===== src/rtl/pfb_cfg.svh =====
// Purpose: constants for the parallel flash bus host controller
// Assumes: 100 MHz MCLK, byte-wide flash with 21 address lines
// Notes:   times in ns; cycle counts are derived in the top module
`ifndef PFB_CFG_SVH
`define PFB_CFG_SVH

// bus widths
`define PFB_ADDR_W        21
`define PFB_DATA_W        8
`define PFB_TMR_W         16

// clock period
`define PFB_CLK_NS        10

// default pin timing, plain values meant to be overridden
`define PFB_ACC_NS        90
`define PFB_WP_NS         50
`define PFB_INIT_PULSE_NS 500
`define PFB_REC_EMB_NS    20000
`define PFB_REC_NEMB_NS   500
`define PFB_RH_NS         50

// user command codes
`define PFB_OP_READ       2'h0
`define PFB_OP_WRITE      2'h1
`define PFB_OP_INIT       2'h2

`endif


===== src/rtl/pfb_pkg.sv =====
// Purpose: types shared by the parallel flash bus host controller
// Assumes: pfb_cfg.svh holds the numbers
// Notes:   cycle helper rounds up and never returns less than one
`include "pfb_cfg.svh"

package pfb_pkg;

    typedef logic [`PFB_TMR_W-1:0] pfb_cnt_t;

    typedef enum logic [3:0] {
        PFB_PWRUP,
        PFB_IDLE,
        PFB_RD,
        PFB_WR,
        PFB_WR_HOLD,
        PFB_INIT_LOW,
        PFB_INIT_REC,
        PFB_INIT_RH
    } pfb_state_t;

    // ns to whole clock cycles, rounded up, at least one
    function automatic int unsigned pfb_cycles(input int unsigned ns);
        int unsigned c;
        c = (ns + `PFB_CLK_NS - 1) / `PFB_CLK_NS;
        return (c < 1) ? 1 : c;
    endfunction

endpackage


===== src/rtl/pfb_tmr_if.sv =====
// Purpose: load/done link between the sequencer and its interval timer
// Assumes: one clock domain
// Notes:   value is the number of cycles minus one
`timescale 1ns/1ps

interface pfb_tmr_if;
    logic              load;
    pfb_pkg::pfb_cnt_t value;
    logic              done;

    modport ctl (output load, output value, input done);
    modport tmr (input load, input value, output done);
endinterface


===== src/rtl/pfb_timer.sv =====
// Purpose: down counter timing each pin phase
// Assumes: load pulses on the edge that enters a timed phase
// Notes:   after load of n, done rises n cycles later
`timescale 1ns/1ps

module pfb_timer (
    input  wire logic MCLK,
    input  wire logic RST,
    pfb_tmr_if.tmr    t
);

    pfb_pkg::pfb_cnt_t cnt_r;
    pfb_pkg::pfb_cnt_t cnt_nxt;

    // reload or count down to zero and stay
    always_comb begin
        if (t.load) begin
            cnt_nxt = t.value;
        end else if (cnt_r != '0) begin
            cnt_nxt = cnt_r - `PFB_TMR_W'(1);
        end else begin
            cnt_nxt = cnt_r;
        end
    end

    // counter register
    always_ff @(posedge MCLK or posedge RST) begin
        if (RST) begin
            cnt_r <= '0;
        end else begin
            cnt_r <= cnt_nxt;
        end
    end

    assign t.done = (cnt_r == '0);

endmodule


===== src/rtl/pfb_host.sv =====
// Purpose: host side sequencer driving a byte-wide parallel flash
// Assumes: OP_DONE_FLAG and DATA_BUS_I synchronous to MCLK
// Notes:   one request at a time; REQ taken only while READY_OUT
// Functional notes
// - read with select and gate low, strobe high
// - write with strobe and select low, gate high
// - flag aborted operations so they get reissued
// - wait release-to-read before the next read
`timescale 1ns/1ps
`include "pfb_cfg.svh"

module pfb_host #(
    parameter int unsigned P_ACC_NS        = `PFB_ACC_NS,
    parameter int unsigned P_WP_NS         = `PFB_WP_NS,
    parameter int unsigned P_INIT_PULSE_NS = `PFB_INIT_PULSE_NS,
    parameter int unsigned P_REC_EMB_NS    = `PFB_REC_EMB_NS,
    parameter int unsigned P_REC_NEMB_NS   = `PFB_REC_NEMB_NS,
    parameter int unsigned P_RH_NS         = `PFB_RH_NS
) (
    input  wire logic                   MCLK,
    input  wire logic                   RST,
    input  wire logic                   REQ,
    input  wire logic [1:0]             OP,
    input  wire logic [`PFB_ADDR_W-1:0] ADDR_IN,
    input  wire logic [`PFB_DATA_W-1:0] WDATA,
    output logic                        READY_OUT,
    output logic                        DONE,
    output logic [`PFB_DATA_W-1:0]      RDATA,
    output logic                        ABORTED,
    output logic                        CE_N,
    output logic                        OE_N,
    output logic                        WE_N,
    output logic                        INIT_N,
    output logic [`PFB_ADDR_W-1:0]      ADDR_BUS,
    input  wire logic [`PFB_DATA_W-1:0] DATA_BUS_I,
    output logic [`PFB_DATA_W-1:0]      DATA_BUS_O,
    output logic                        DATA_BUS_OE,
    input  wire logic                   OP_DONE_FLAG
);

    localparam int unsigned ACC_CYC  = pfb_pkg::pfb_cycles(P_ACC_NS);
    localparam int unsigned WP_CYC   = pfb_pkg::pfb_cycles(P_WP_NS);
    localparam int unsigned IP_CYC   = pfb_pkg::pfb_cycles(P_INIT_PULSE_NS);
    localparam int unsigned EMB_CYC  = pfb_pkg::pfb_cycles(P_REC_EMB_NS);
    localparam int unsigned NEMB_CYC = pfb_pkg::pfb_cycles(P_REC_NEMB_NS);
    localparam int unsigned RH_CYC   = pfb_pkg::pfb_cycles(P_RH_NS);

    localparam pfb_pkg::pfb_cnt_t ACC_LD  = `PFB_TMR_W'(ACC_CYC - 1);
    localparam pfb_pkg::pfb_cnt_t WP_LD   = `PFB_TMR_W'(WP_CYC - 1);
    localparam pfb_pkg::pfb_cnt_t IP_LD   = `PFB_TMR_W'(IP_CYC - 1);
    localparam pfb_pkg::pfb_cnt_t EMB_LD  = `PFB_TMR_W'(EMB_CYC - 1);
    localparam pfb_pkg::pfb_cnt_t NEMB_LD = `PFB_TMR_W'(NEMB_CYC - 1);
    localparam pfb_pkg::pfb_cnt_t RH_LD   = `PFB_TMR_W'(RH_CYC - 1);

    pfb_tmr_if tmr ();

    pfb_timer i_pfb_timer (
        .MCLK (MCLK),
        .RST  (RST),
        .t    (tmr)
    );

    pfb_pkg::pfb_state_t    state_r,   state_nxt;
    logic                   ce_n_r,    ce_n_nxt;
    logic                   oe_n_r,    oe_n_nxt;
    logic                   we_n_r,    we_n_nxt;
    logic                   init_n_r,  init_n_nxt;
    logic                   dq_oe_r,   dq_oe_nxt;
    logic [`PFB_DATA_W-1:0] dq_o_r,    dq_o_nxt;
    logic [`PFB_ADDR_W-1:0] addr_r,    addr_nxt;
    logic [`PFB_DATA_W-1:0] rdata_r,   rdata_nxt;
    logic                   done_r,    done_nxt;
    logic                   abort_r,   abort_nxt;
    logic                   emb_r,     emb_nxt;

    // sequencer: next state and next pin levels
    always_comb begin
        state_nxt  = state_r;
        ce_n_nxt   = ce_n_r;
        oe_n_nxt   = oe_n_r;
        we_n_nxt   = we_n_r;
        init_n_nxt = init_n_r;
        dq_oe_nxt  = dq_oe_r;
        dq_o_nxt   = dq_o_r;
        addr_nxt   = addr_r;
        rdata_nxt  = rdata_r;
        done_nxt   = 1'b0;
        abort_nxt  = abort_r;
        emb_nxt    = emb_r;
        tmr.load   = 1'b0;
        tmr.value  = '0;
        unique case (state_r)
            pfb_pkg::PFB_PWRUP: begin
                // hold init low at power-up for array read mode
                init_n_nxt = 1'b0;
                emb_nxt    = 1'b0;
                tmr.load   = 1'b1;
                tmr.value  = IP_LD;
                state_nxt  = pfb_pkg::PFB_INIT_LOW;
            end
            pfb_pkg::PFB_IDLE: begin
                // idle keeps select and init high: standby
                if (REQ) begin
                    unique case (OP)
                        `PFB_OP_READ: begin
                            // full select access time on every read
                            ce_n_nxt  = 1'b0;
                            oe_n_nxt  = 1'b0;
                            addr_nxt  = ADDR_IN;
                            tmr.load  = 1'b1;
                            tmr.value = ACC_LD;
                            state_nxt = pfb_pkg::PFB_RD;
                        end
                        `PFB_OP_WRITE: begin
                            // command cycle: strobe and select low, gate high
                            ce_n_nxt  = 1'b0;
                            we_n_nxt  = 1'b0;
                            dq_oe_nxt = 1'b1;
                            dq_o_nxt  = WDATA;
                            addr_nxt  = ADDR_IN;
                            abort_nxt = 1'b0;
                            tmr.load  = 1'b1;
                            tmr.value = WP_LD;
                            state_nxt = pfb_pkg::PFB_WR;
                        end
                        `PFB_OP_INIT: begin
                            // busy flash: mark the aborted operation
                            init_n_nxt = 1'b0;
                            emb_nxt    = ~OP_DONE_FLAG;
                            abort_nxt  = abort_r | ~OP_DONE_FLAG;
                            tmr.load   = 1'b1;
                            tmr.value  = IP_LD;
                            state_nxt  = pfb_pkg::PFB_INIT_LOW;
                        end
                        default: begin
                            state_nxt = pfb_pkg::PFB_IDLE;
                        end
                    endcase
                end
            end
            pfb_pkg::PFB_RD: begin
                // sample array, code or status byte at end of access
                if (tmr.done) begin
                    rdata_nxt = DATA_BUS_I;
                    ce_n_nxt  = 1'b1;
                    oe_n_nxt  = 1'b1;
                    done_nxt  = 1'b1;
                    state_nxt = pfb_pkg::PFB_IDLE;
                end
            end
            pfb_pkg::PFB_WR: begin
                // rising strobe latches address and data in the flash
                if (tmr.done) begin
                    we_n_nxt  = 1'b1;
                    ce_n_nxt  = 1'b1;
                    state_nxt = pfb_pkg::PFB_WR_HOLD;
                end
            end
            pfb_pkg::PFB_WR_HOLD: begin
                // data held one cycle past the strobe, then released
                dq_oe_nxt = 1'b0;
                done_nxt  = 1'b1;
                state_nxt = pfb_pkg::PFB_IDLE;
            end
            pfb_pkg::PFB_INIT_LOW: begin
                // pins stay quiet while init is low
                if (tmr.done) begin
                    init_n_nxt = 1'b1;
                    tmr.load   = 1'b1;
                    tmr.value  = emb_r ? EMB_LD : NEMB_LD;
                    state_nxt  = pfb_pkg::PFB_INIT_REC;
                end
            end
            pfb_pkg::PFB_INIT_REC: begin
                if (tmr.done) begin
                    tmr.load  = 1'b1;
                    tmr.value = RH_LD;
                    state_nxt = pfb_pkg::PFB_INIT_RH;
                end
            end
            pfb_pkg::PFB_INIT_RH: begin
                // no read before release-to-read has passed
                if (tmr.done) begin
                    done_nxt  = 1'b1;
                    state_nxt = pfb_pkg::PFB_IDLE;
                end
            end
        endcase
    end

    // sequencer registers
    always_ff @(posedge MCLK or posedge RST) begin
        if (RST) begin
            state_r  <= pfb_pkg::PFB_PWRUP;
            ce_n_r   <= 1'b1;
            oe_n_r   <= 1'b1;
            we_n_r   <= 1'b1;
            init_n_r <= 1'b0;
            dq_oe_r  <= 1'b0;
            dq_o_r   <= 8'h00;
            addr_r   <= 21'h000000;
            rdata_r  <= 8'h00;
            done_r   <= 1'b0;
            abort_r  <= 1'b0;
            emb_r    <= 1'b0;
        end else begin
            state_r  <= state_nxt;
            ce_n_r   <= ce_n_nxt;
            oe_n_r   <= oe_n_nxt;
            we_n_r   <= we_n_nxt;
            init_n_r <= init_n_nxt;
            dq_oe_r  <= dq_oe_nxt;
            dq_o_r   <= dq_o_nxt;
            addr_r   <= addr_nxt;
            rdata_r  <= rdata_nxt;
            done_r   <= done_nxt;
            abort_r  <= abort_nxt;
            emb_r    <= emb_nxt;
        end
    end

    // port drive
    assign READY_OUT   = (state_r == pfb_pkg::PFB_IDLE);
    assign DONE        = done_r;
    assign RDATA       = rdata_r;
    assign ABORTED     = abort_r;
    assign CE_N        = ce_n_r;
    assign OE_N        = oe_n_r;
    assign WE_N        = we_n_r;
    assign INIT_N      = init_n_r;
    assign ADDR_BUS    = addr_r;
    assign DATA_BUS_O  = dq_o_r;
    assign DATA_BUS_OE = dq_oe_r;

    // helper counters: init low width, read access, time since release
    pfb_pkg::pfb_cnt_t low_cnt_r, acc_cnt_r, rel_cnt_r;
    pfb_pkg::pfb_cnt_t low_cnt_nxt, acc_cnt_nxt, rel_cnt_nxt;

    always_comb begin
        low_cnt_nxt = INIT_N ? '0 : ((low_cnt_r == '1) ? low_cnt_r : low_cnt_r + 16'h0001);
        acc_cnt_nxt = (CE_N | OE_N) ? '0
                    : ((acc_cnt_r == '1) ? acc_cnt_r : acc_cnt_r + 16'h0001);
        rel_cnt_nxt = !INIT_N ? '0 : ((rel_cnt_r == '1) ? rel_cnt_r : rel_cnt_r + 16'h0001);
    end

    always_ff @(posedge MCLK or posedge RST) begin
        if (RST) begin
            low_cnt_r <= '0;
            acc_cnt_r <= '0;
            rel_cnt_r <= '0;
        end else begin
            low_cnt_r <= low_cnt_nxt;
            acc_cnt_r <= acc_cnt_nxt;
            rel_cnt_r <= rel_cnt_nxt;
        end
    end

    rd_pins_a: assert property (@(posedge MCLK) disable iff (RST)
        (state_r == pfb_pkg::PFB_RD) |-> (!CE_N && !OE_N && WE_N && !DATA_BUS_OE))
        else $error("read phase pin levels wrong");

    rd_data_a: assert property (@(posedge MCLK) disable iff (RST)
        (state_r == pfb_pkg::PFB_RD && tmr.done) |=> (DONE && RDATA == $past(DATA_BUS_I)))
        else $error("read data not captured at end of access");

    wr_pins_a: assert property (@(posedge MCLK) disable iff (RST)
        !WE_N |-> (!CE_N && OE_N && DATA_BUS_OE))
        else $error("write strobe without select or with gate low");

    no_contend_a: assert property (@(posedge MCLK) disable iff (RST)
        DATA_BUS_OE |-> OE_N)
        else $error("host drives data while flash gate is low");

    init_quiet_a: assert property (@(posedge MCLK) disable iff (RST)
        !INIT_N |-> (CE_N && OE_N && WE_N && !DATA_BUS_OE))
        else $error("bus cycle attempted while init low");

    init_width_a: assert property (@(posedge MCLK) disable iff (RST)
        $rose(INIT_N) |-> (low_cnt_r >= `PFB_TMR_W'(IP_CYC)))
        else $error("init pulse shorter than minimum");

    acc_time_a: assert property (@(posedge MCLK) disable iff (RST)
        (state_r == pfb_pkg::PFB_RD && tmr.done) |-> (acc_cnt_r == `PFB_TMR_W'(ACC_CYC - 1)))
        else $error("read sampled before select access time");

    rel_read_a: assert property (@(posedge MCLK) disable iff (RST)
        $fell(OE_N) |-> (rel_cnt_r >= `PFB_TMR_W'(RH_CYC)))
        else $error("read started too soon after init release");

    idle_stby_a: assert property (@(posedge MCLK) disable iff (RST)
        READY_OUT |-> (CE_N && INIT_N && OE_N && WE_N))
        else $error("idle without standby levels");

    abort_flag_a: assert property (@(posedge MCLK) disable iff (RST)
        (READY_OUT && REQ && OP == `PFB_OP_INIT && !OP_DONE_FLAG) |=> (ABORTED && !INIT_N))
        else $error("aborted operation not flagged");

    rec_pick_a: assert property (@(posedge MCLK) disable iff (RST)
        (state_r == pfb_pkg::PFB_INIT_LOW && tmr.done && emb_r) |=> (tmr.done == (EMB_LD == '0)))
        else $error("embedded recovery time not loaded");

endmodule


===== config.mk =====
export PLATFORM = sky130hd
export DESIGN_NAME = pfb_host
export DESIGN_NICKNAME = d
export VERILOG_FILES = /design/src/rtl/pfb_pkg.sv /design/src/rtl/pfb_tmr_if.sv /design/src/rtl/pfb_timer.sv /design/src/rtl/pfb_host.sv
export VERILOG_INCLUDE_DIRS = /design/src /design/src/rtl
export SDC_FILE = /design/constraint.sdc
export NUM_CORES = 1
export LEC_CHECK = 0
export ABC_AREA = 0
export CAP_MARGIN = 20
export CORE_MARGIN = 2
export CORE_UTILIZATION = 63
export DETAILED_ROUTE_END_ITERATION = 7
export DONT_BUFFER_PORTS = 1
export PLACE_DENSITY = 0.85
export SYNTH_ARGS = -nofsm -noshare
export SYNTH_HDL_FRONTEND = slang
export SYNTH_SLANG_ARGS = --single-unit

===== constraint.sdc =====
create_clock -name MCLK -period 3.05 [get_ports MCLK]
set_input_delay 0.61 -clock MCLK [delete_from_list [all_inputs] [get_ports MCLK]]
set_output_delay 0.61 -clock MCLK [all_outputs]
set_load 0.01 [all_outputs]

[Yosys cells after proc, flatten, opt, wreduce, memory -nomap -nowiden]
Cells that the tools add are included.
Word-level totals
  flip-flop bits (word level): 65
  bits in latches: 0
  memory bits (writable): 0
  memory bits (read-only): 0
  bits of input ports: 43
  output and inout bits: 45
  word-level logic and storage cells: 104
  memories: 0
Cells by class
  add/subtract/negate cells: 1
  $mul: 0
  divide/modulo/power cells: 0
  order comparisons: 0
  equal/unequal tests: 20
  shift-type cells: 0
  muxes and demuxes: 40
  bitwise gates (word level): 2
  reduce and logical (&&, ||, !) cells: 28
Operator list (number)
  $pmux 11 s4: 1
  $mux 16: 2
  $pmux 4 s7: 1
  $mux 11: 2
  $mux 4: 5
  $ne 2x1->1 const B: 9
  $pmux 6 s3: 1
  $eq 4x3->1 const B: 4
  $logic_not 16->1: 1
  $mux 1: 16
  $reduce_and 4->1: 4
  $reduce_bool 16->1: 1
  $sub 16x1->16 const B: 1
  $reduce_and 3->1: 5
  $pmux 1 s2: 7
  $reduce_bool 2->1: 7
  $pmux 3 s3: 1
  $eq 4x2->1 const B: 2
  $reduce_or 2->1: 4
  $mux 6: 1
  $pmux 1 s3: 2
  $reduce_and 5->1: 1
  $eq 4x1->1 const B: 1
  $logic_not 4->1: 1
  10 further kinds: 11

[Depth between registers and ports, before layout]
Gate-level depths: netlist of run 1.
  depth after elaboration: 6
  depth in mapped cells: 7
  mapped depth without buffers: 7

[Hierarchy]
A second synthesis of run 1 with hierarchy kept.
Unflattened totals
  cell total of the unflattened synthesis: 278
  area total of the unflattened synthesis: 3258.1 um^2
By module, submodules not included
  pfb_host: times used 1, cells each 170, area each 2249.7 um^2, seq. area each 1204.9 um^2
  pfb_timer: times used 1, cells each 108, area each 1008.5 um^2, seq. area each 400.4 um^2

[Least setup slack after synthesis of run 1]
Ideal clock, no wire load.
  path kind: flip-flop to flip-flop
  start point: register i_pfb_timer.cnt_r[0]
  end point: register rdata_r[0], in the netlist RDATA[0]
  library setup time: 125 ps
  arrival time: 1913 ps
  required time: 2925 ps
  slack: 1012 ps
  cell stages (with the launch flop): 8
  buffers on the path: 1
  period minus slack after synthesis: 2038 ps
  path through: dfrtp_1 -> inv_1 -> ha_1 -> nor3b_2 -> nand4_4 -> or3_1 -> buf_6 -> mux2_4
On the way
  cells in the longest elaborated chain, start to end: 2
Ends and longest elaborated chain
  start, declared: line pfb_timer.sv:12  | pfb_pkg::pfb_cnt_t cnt_r;
  start signal, assigned: line pfb_timer.sv:31  | cnt_r <= cnt_nxt;
  $logic_not 16->1: line pfb_timer.sv:35  | assign t.done = (cnt_r == '0);
  $reduce_and 2->1 (no line)
  end signal, assigned: line pfb_host.sv:215  | rdata_r <= rdata_nxt;
  end, declared: line pfb_host.sv:71  | logic [`PFB_DATA_W-1:0] rdata_r, rdata_nxt;
No other way between the ends.
A chain may end at the register's enable or synchronous reset.

[Final worst setup path of run 1]
  start point: register i_pfb_timer.cnt_r[0]
  end point: register rdata_r[5], in the netlist RDATA[5]
Same word-level chain as after synthesis.

==> results of run 1 <==
-- stage by stage --
step	cell area, µm²	total power (µW)	setup slack [ps]	util [%]
after floorplan	3110	2260	847	-
after global placement	3180	2430	773	66.8
after detailed placement	3180	2480	667	66.8
after CTS	3390	3270	655	71.3
after global routing	3390	3470	459	71.3
final	3390	3260	634	71.3
-- worst paths after layout --
kind	startpoint	end	slack, ps	cells after the start
worst min register to register	OE_N	OE_N	500	2
max in group asynchronous	RST	DATA_BUS_O[4]	2260	2
worst max register to register	i_pfb_timer.cnt_r[0]	RDATA[5]	630	6
worst min-delay path	RST	INIT_N	150	1
min in group MCLK	ADDR_IN[3]	ADDR_BUS[3]	370	2
worst max-delay path	i_pfb_timer.cnt_r[0]	RDATA[5]	630	6
-- flip-flops by register name, summed over array words and instances (netlist names) --
name and flops:
ADDR_BUS 21, i_pfb_timer.cnt_r 16, DATA_BUS_O 8, RDATA 8, state_r 3, ABORTED 1
CE_N 1, DATA_BUS_OE 1, DONE 1, INIT_N 1, OE_N 1, WE_N 1
emb_r 1
-- layout by cell type, fill, tap and decap left out, types with 2 or more instances in the layout --
cell / instances
sky130_fd_sc_hd__a211oi_1: 3
sky130_fd_sc_hd__a21oi_1: 8
sky130_fd_sc_hd__and3_1: 4
sky130_fd_sc_hd__buf_4: 3
sky130_fd_sc_hd__bufinv_16: 2
sky130_fd_sc_hd__clkbuf_8: 9
sky130_fd_sc_hd__clkinv_2: 3
sky130_fd_sc_hd__dfrtp_1: 61
sky130_fd_sc_hd__dfstp_2: 3
sky130_fd_sc_hd__ha_1: 8
sky130_fd_sc_hd__inv_1: 7
sky130_fd_sc_hd__mux2_2: 8
sky130_fd_sc_hd__mux2_4: 8
sky130_fd_sc_hd__nand2_1: 88
sky130_fd_sc_hd__nand3_1: 5
sky130_fd_sc_hd__nand3b_1: 2
sky130_fd_sc_hd__nand4_1: 3
sky130_fd_sc_hd__nor2_1: 23
sky130_fd_sc_hd__nor2b_1: 4
sky130_fd_sc_hd__nor3_1: 7
sky130_fd_sc_hd__nor4_1: 2
sky130_fd_sc_hd__nor4_4: 2
sky130_fd_sc_hd__o211ai_1: 2
sky130_fd_sc_hd__o21a_1: 3
sky130_fd_sc_hd__o21ai_0: 13
sky130_fd_sc_hd__o21ai_1: 2
sky130_fd_sc_hd__or2_2: 2
sky130_fd_sc_hd__or3_1: 2
sky130_fd_sc_hd__xnor2_1: 5
sky130_fd_sc_hd__xor2_1: 9
-- synth_stat cells (2+ instances only) --
| cell type | count | area share (%) |
|---|---|---|
| sky130_fd_sc_hd__xor2_1 | 9 | 2.5 |
| sky130_fd_sc_hd__xnor2_1 | 5 | 1.4 |
| sky130_fd_sc_hd__nand4_1 | 3 | 0.60 |
| sky130_fd_sc_hd__nor4_4 | 2 | 1.4 |
| sky130_fd_sc_hd__a211oi_1 | 3 | 0.72 |
| sky130_fd_sc_hd__dfstp_2 | 3 | 2.5 |
| sky130_fd_sc_hd__inv_1 | 8 | 0.97 |
| sky130_fd_sc_hd__ha_1 | 8 | 3.2 |
| sky130_fd_sc_hd__mux2_2 | 8 | 2.9 |
| sky130_fd_sc_hd__a21oi_1 | 8 | 1.3 |
| sky130_fd_sc_hd__or3_1 | 2 | 0.40 |
| sky130_fd_sc_hd__o21ai_0 | 13 | 2.1 |
| sky130_fd_sc_hd__o211ai_1 | 2 | 0.48 |
| sky130_fd_sc_hd__or2_2 | 2 | 0.40 |
| sky130_fd_sc_hd__nor3_1 | 7 | 1.1 |
| sky130_fd_sc_hd__clkbuf_1 | 8 | 0.97 |
| sky130_fd_sc_hd__nor4_1 | 2 | 0.40 |
| sky130_fd_sc_hd__nand2_1 | 88 | 11 |
| sky130_fd_sc_hd__dfrtp_1 | 61 | 49 |
| sky130_fd_sc_hd__mux2_4 | 8 | 3.9 |
| sky130_fd_sc_hd__o21a_1 | 3 | 0.72 |
| sky130_fd_sc_hd__o21ai_1 | 2 | 0.32 |
| sky130_fd_sc_hd__nor2_1 | 23 | 2.8 |
| sky130_fd_sc_hd__nor2b_1 | 4 | 0.80 |
| sky130_fd_sc_hd__nand3_1 | 5 | 0.80 |
| sky130_fd_sc_hd__nand3b_1 | 2 | 0.48 |
| sky130_fd_sc_hd__and3_1 | 4 | 0.80 |
-- final cells by class --
| cell class | count | area [µm²] |
|---|---|---|
| sequential | 64 | 1610 |
| multi-input combinational | 230 | 1440 |
| fill | 352 | 1370 |
| clock buffer | 10 | 128 |
| clock inverter | 6 | 83.8 |
| tap | 67 | 83.8 |
| inverter | 8 | 30.0 |
| timing repair buffer | 3 | 22.5 |
-- power by group --
group / switching (µW) / internal [µW]
combinational: 462 / 362
clock: 319 / 457
sequential: 454 / 1200
-- critical path, cell delays in order (launching register included) --
cell,delay (ps)
sky130_fd_sc_hd__dfrtp_1,400
sky130_fd_sc_hd__inv_1,100
sky130_fd_sc_hd__ha_1,140
sky130_fd_sc_hd__nor3b_2,430
sky130_fd_sc_hd__nand4_4,230
sky130_fd_sc_hd__or3_1,610
sky130_fd_sc_hd__mux2_4,400
-- cells by family after synthesis --
logic type / count (synthesis) / synth area share [%]
muxes: 17 / 7.08
xor gates and xnor gates: 14 / 3.94
DFF: 64 / 51.6
AOI/OAI and AO/OA: 41 / 9.01
and+or+nand+nor: 150 / 22.9
buffers and inverters: 17 / 2.29
adders and majority gates: 8 / 3.22
-- layer usage --
metal	share of wire (%)	GRT usage, %	vias to the layer above
li1	-	-	1066
met1	40	30.3	1088
met2	50	40.4	100
met3	7.8	10.0	18
met4	2.1	10.3	0
met5	0	0	-
==> flow_summary_export.csv, run 1 <==
group,metric,value,unit
clock_network,cts.path.max_buffers,2,
sta,number_of_slew_limit_violations_in_the_final_report,0,
die,std_cell_core_area,4750,µm²
synthesis,synthesis.area,3110,µm²
synthesis,postSynthCellCount,311,
die,floorplan.rows,25,
clock_network,tritoncts,"done",
synthesis,syn_avg_cell_area,10.0,µm²
placement,place.detailed.hpwl,4.76,mm
routing,vias_per_cell,5.86,
setup_path,arrival_time_reported_for_the_critical_path_endpoint,2640,ps
global_route,wire_length_of_the_first_global_routing_pass,10.3,mm
sta,fmax,0.414,GHz
setup_path,kind_of_capture_point_of_the_worst_setup_path,"register",
power,ir_drop,0.549,mV
sta,worst_slew_pin_slew,620,ps
die,dieWidth,74.3,µm
run_status,status,"complete, no violations",
placement,number_of_instances_in_the_placed_design,372,
clock_network,worstSkewPairLatency,340,ps
placement,place.port_buffers,0,
synthesis,postSynthRegisterBits,64,
routing,detailedRoute.firstPassIterationCount,4,
placement,place_congestion,0.964,
flow_run,max_cap_violations,0,
setup_path,cp_required,3270,ps
setup_path,setup.worst_path.start_class,"register",
die,initial_utilization,65.4,%
clock_network,cts_sinks,64,
sta,max-slew-margin-rel,58.3,%
die,ios,88,
routing,route.vias.total,2272,
routing,postRouteAntennaNets,0,
sta,finalHoldWorstSlack,145,ps
sta,final.period_utilization,79.2,%
finish,finalNetCount,367,
synthesis,netlist-cell-type-count,45,
power,cellPowerDensity,961,nW/µm²
sta,finalSetupTns,0,ps
synthesis,synth.yosys.warnings,0,
worst_hold_path,timing.hold.worst.class,"in2async",
setup_path,crit_type,"reg2reg",
sta,final-setup-viol-count,0,
global_route,grt_max_degree,24,
routing,wl_per_cell,16.5,µm
global_route,grt-ovfl-total,0,
clock_network,ctsHoldBuffers,0,
routing,detail_route.wirelength,6.41,mm
clock_network,cts-buffers-inserted,9,
routing,detailedRoute.firstIterationViolations,176,
finish,area_delta_synth_final,8.89,%
global_route,antenna_found_initial,0,
finish,drive_above_1_share,14.6,%
power,cellLeakagePower,0.00164,µW
clock_network,cts_root_buffer,"sky130_fd_sc_hd__clkbuf_8",
setup_path,crit_path_max_fanout,10,
sta,timing.final.crit_period,2420,ps
sta,rsz0062_at_grt,"no",
die,dieArea,5520,µm²
finish,n_antenna_cell,0,
global_route,number_of_global_route_vias_before_repair,2262,
clock_network,post-cts-setup-buffer-count,0,
sta,report.final.hold_viol_count,0,
synthesis,dominantRegCellSynth,"sky130_fd_sc_hd__dfrtp_1",
die,floorplan.die.height,74.3,µm
clock_network,path_clk_slew,80,ps
global_route,groute.usage.overall,25.1,%
synthesis,syn_nets,362,
sta,clock-skew-final,9.94,ps
clock_network,htree_num_levels,3,
synthesis,proportion_of_register_bits_with_asynchronous_set_or_reset_after_synthesis,100,%
routing,drt_drc_violations_left,0,
synthesis,post_synth_edffs,0,
synthesis,yosysSeqAreaShare,51.6,%
clock_network,ctsResizeCount,0,
finish,fin_cells,388,
(Power assumes the default switching activity.)
==> inputs of run 2 (changes only) <==
- CORE_UTILIZATION: 63 -> 57
- PLACE_DENSITY: 0.85 -> 0.81
- clock period: 3.05 -> 2.1 ns (I/O delays scaled with it)
==> run 2 against run 1 <==
Die area rose by 9.9%. First-iteration DRC count fell by 8.5%. Clock-buffer cell count rose by 1. Sequential cell count did not move. Clock power rose by 19%. Routed wire length rose by 6.9%. Setup slack got worse by 550 ps. Fmax rose by 20%. Combinational power rose by 74%. Register-to-register slack got worse by 550 ps. Hold slack improved by 39 ps. Largest cell class unchanged. Non-clock buffer count rose by 24.
==> flow_summary_export.csv, run 2 (synthesis gave the netlist of run 1 again) <==
group,metric,value,unit
die,dieWidth,77.9,µm
setup_path,crit_type,"reg2reg",
finish,largest_register_ff_count,21,
finish,finalNetCount,391,
die,initial_utilization,60.2,%
setup_path,depth_of_the_most_critical_reg_to_reg_path,6,
finish,layout_commonest_cell,"sky130_fd_sc_hd__nand2_1",
routing,vias_per_cell,5.71,
routing,detailedRoute.firstPassIterationCount,4,
clock_network,worstSkewPairLatency,340,ps
clock_network,cts.path.max_buffers,2,
global_route,grt_max_degree,44,
setup_path,worst_r2r_startpoint,"i_pfb_timer.cnt_r[5]",
finish,final_cell_mix,"sky130_fd_sc_hd__nand2_1 (88), sky130_fd_sc_hd__dfrtp_1 (61), sky130_fd_sc_hd__nor2_1 (23), sky130_fd_sc_hd__buf_4 (23), sky130_fd_sc_hd__o21ai_0 (12)",
die,std_cell_core_area,5170,µm²
finish,area_delta_synth_final,14.9,%
global_route,groute.usage.overall,25.0,%
routing,detail_route.wirelength,6.85,mm
clock_network,cts-buffers-inserted,9,
setup_path,critPathCapture,"i_pfb_timer.cnt_r[12]",
finish,fin_cells,413,
setup_path,crit_path_max_incr_delay,460,ps
global_route,wire_length_of_the_first_global_routing_pass,11.5,mm
worst_hold_path,hold_path_depth,2,
placement,place.detailed.hpwl,4.80,mm
power,cellLeakagePower,0.00174,µW
sta,timing.final.crit_period,2020,ps
sta,clock-skew-final,6.87,ps
global_route,antenna_found_initial,0,
sta,setup_slack,81.6,ps
clock_network,cts_root_buffer,"sky130_fd_sc_hd__clkbuf_8",
sta,final-setup-viol-count,0,
placement,place_congestion,0.900,
die,floorplan.die.height,77.9,µm
power,cellPowerDensity,1330,nW/µm²
sta,worst_slew_pin_slew,469,ps
setup_path,cpMaxStageDelayCell,"sky130_fd_sc_hd__nor4_4",
routing,route.vias.total,2359,
worst_hold_path,timing.hold.worst.class,"in2reg",
clock_network,path_clk_slew,70,ps
clock_network,tritoncts,"done",
finish,finalCoreUtilization,69.1,%
power,p_seq_share,50.4,%
sta,number_of_slew_limit_violations_in_the_final_report,0,
power,share_clk_of_total_power,19.5,%
setup_path,crit_chain,"nor4_4 -> buf_4 -> nand3_1 -> a2111oi_2 -> xnor2_1 -> nor2_1",
die,floorplan.rows,26,
power,comb_power_share,30.1,%
sta,max-slew-margin-rel,68.7,%
sta,fmax,0.495,GHz
routing,detailedRoute.firstIterationViolations,161,
setup_path,setup.worst_path.start_class,"register",
finish,n_antenna_cell,0,
setup_path,timing.rr.end,"i_pfb_timer.cnt_r[12]",
power,power.internal,2910,µW
power,totalPowerFinal,4750,µW
sta,report.final.hold_viol_count,0,
finish,finalInstanceArea,3580,µm²
power,ir_drop,0.746,mV
clock_network,htree_num_levels,3,
routing,postRouteAntennaNets,0,
setup_path,arrival_time_reported_for_the_critical_path_endpoint,2250,ps
placement,number_of_instances_in_the_placed_design,391,
die,dieArea,6070,µm²
run_status,status,"complete, no violations",
setup_path,reg2reg_setup_slack,80,ps
setup_path,crit_path_max_fanout,4,
finish,drive_above_1_share,21.6,%
placement,dpl-instance-area,3310,µm²
clock_network,cts_sinks,64,
power,p_sw,1840,µW
setup_path,worst_setup_path_startpoint,"i_pfb_timer.cnt_r[5]",
global_route,number_of_global_route_vias_before_repair,2486,
sta,final.period_utilization,96.1,%
routing,drt_drc_violations_left,0,
placement,place.port_buffers,0,
setup_path,kind_of_capture_point_of_the_worst_setup_path,"register",
global_route,grt-ovfl-total,0,
routing,wl_per_cell,16.6,µm
die,ios,88,
placement,preCtsSetupSlack,-101,ps
flow_run,max_cap_violations,0,
setup_path,cp_required,2330,ps
power,switching_share,38.8,%
-- run 2: through the flow --
| stage | hold WS (ps) | setup TNS (ps) |
|---|---|---|
| floorplan | 465 | 0 |
| CTS | 176 | 0 |
| finish | 184 | 0 |
| global placement | 339 | -34.1 |
| detailed placement | 346 | -190 |
| global route | 168 | -93.5 |
-- run 2: routing by layer --
metal  global-route usage (%)  wire length, µm
met1                     29.6             2660
met4                     9.11              117
met5                        0                0
met3                     11.9              606
met2                     39.6             3470
-- run 2: worst min-delay path by stage --
| stage | start | end |
|---|---|---|
| after CTS | ADDR_IN[20] | ADDR_BUS[20] |
| after detailed placement | RST | ADDR_BUS[20] |
| after global placement | RST | ADDR_BUS[5] |
| after global routing | ADDR_IN[4] | ADDR_BUS[4] |
| after floorplan | OE_N | OE_N |
| final | ADDR_IN[20] | ADDR_BUS[20] |
-- run 2: power groups by stage --
stage,registers (µW),logic [µW],clock network [µW]
6_report,2400,1430,924
5_1_grt,2480,1610,1010
4_1_cts,2410,1350,935
3_5_place_dp,2410,1320,0
3_3_place_gp,2390,1250,0
2_1_floorplan,2260,1020,0
-- run 2: what timing repair did --
item	in CTS	in global routing
hold buffers	1	0
pin swaps	0	4
buffers inserted	2	5
setup endpoints to repair	7	13
hold endpoints to repair	19	0
gates resized for setup	3	6
-- run 2: area by class of cell --
cell class                      instances  area, µm²
Timing Repair Buffer                   27        225
Multi-Input combinational cell        230       1460
Clock buffer                           11        151
Inverter                                8       30.0
Tap cell                               70       87.6
Sequential cell                        64       1610
Clock inverter                          3       18.8
Fill cell                             374       1600
-- run 2: critical path: cells and delay by family, from the launching register on --
family	cells	cell delay, ps
buf+inv	1	210
simple gates	3	670
flops	1	430
xor+xnor	1	180
compound gates	1	420
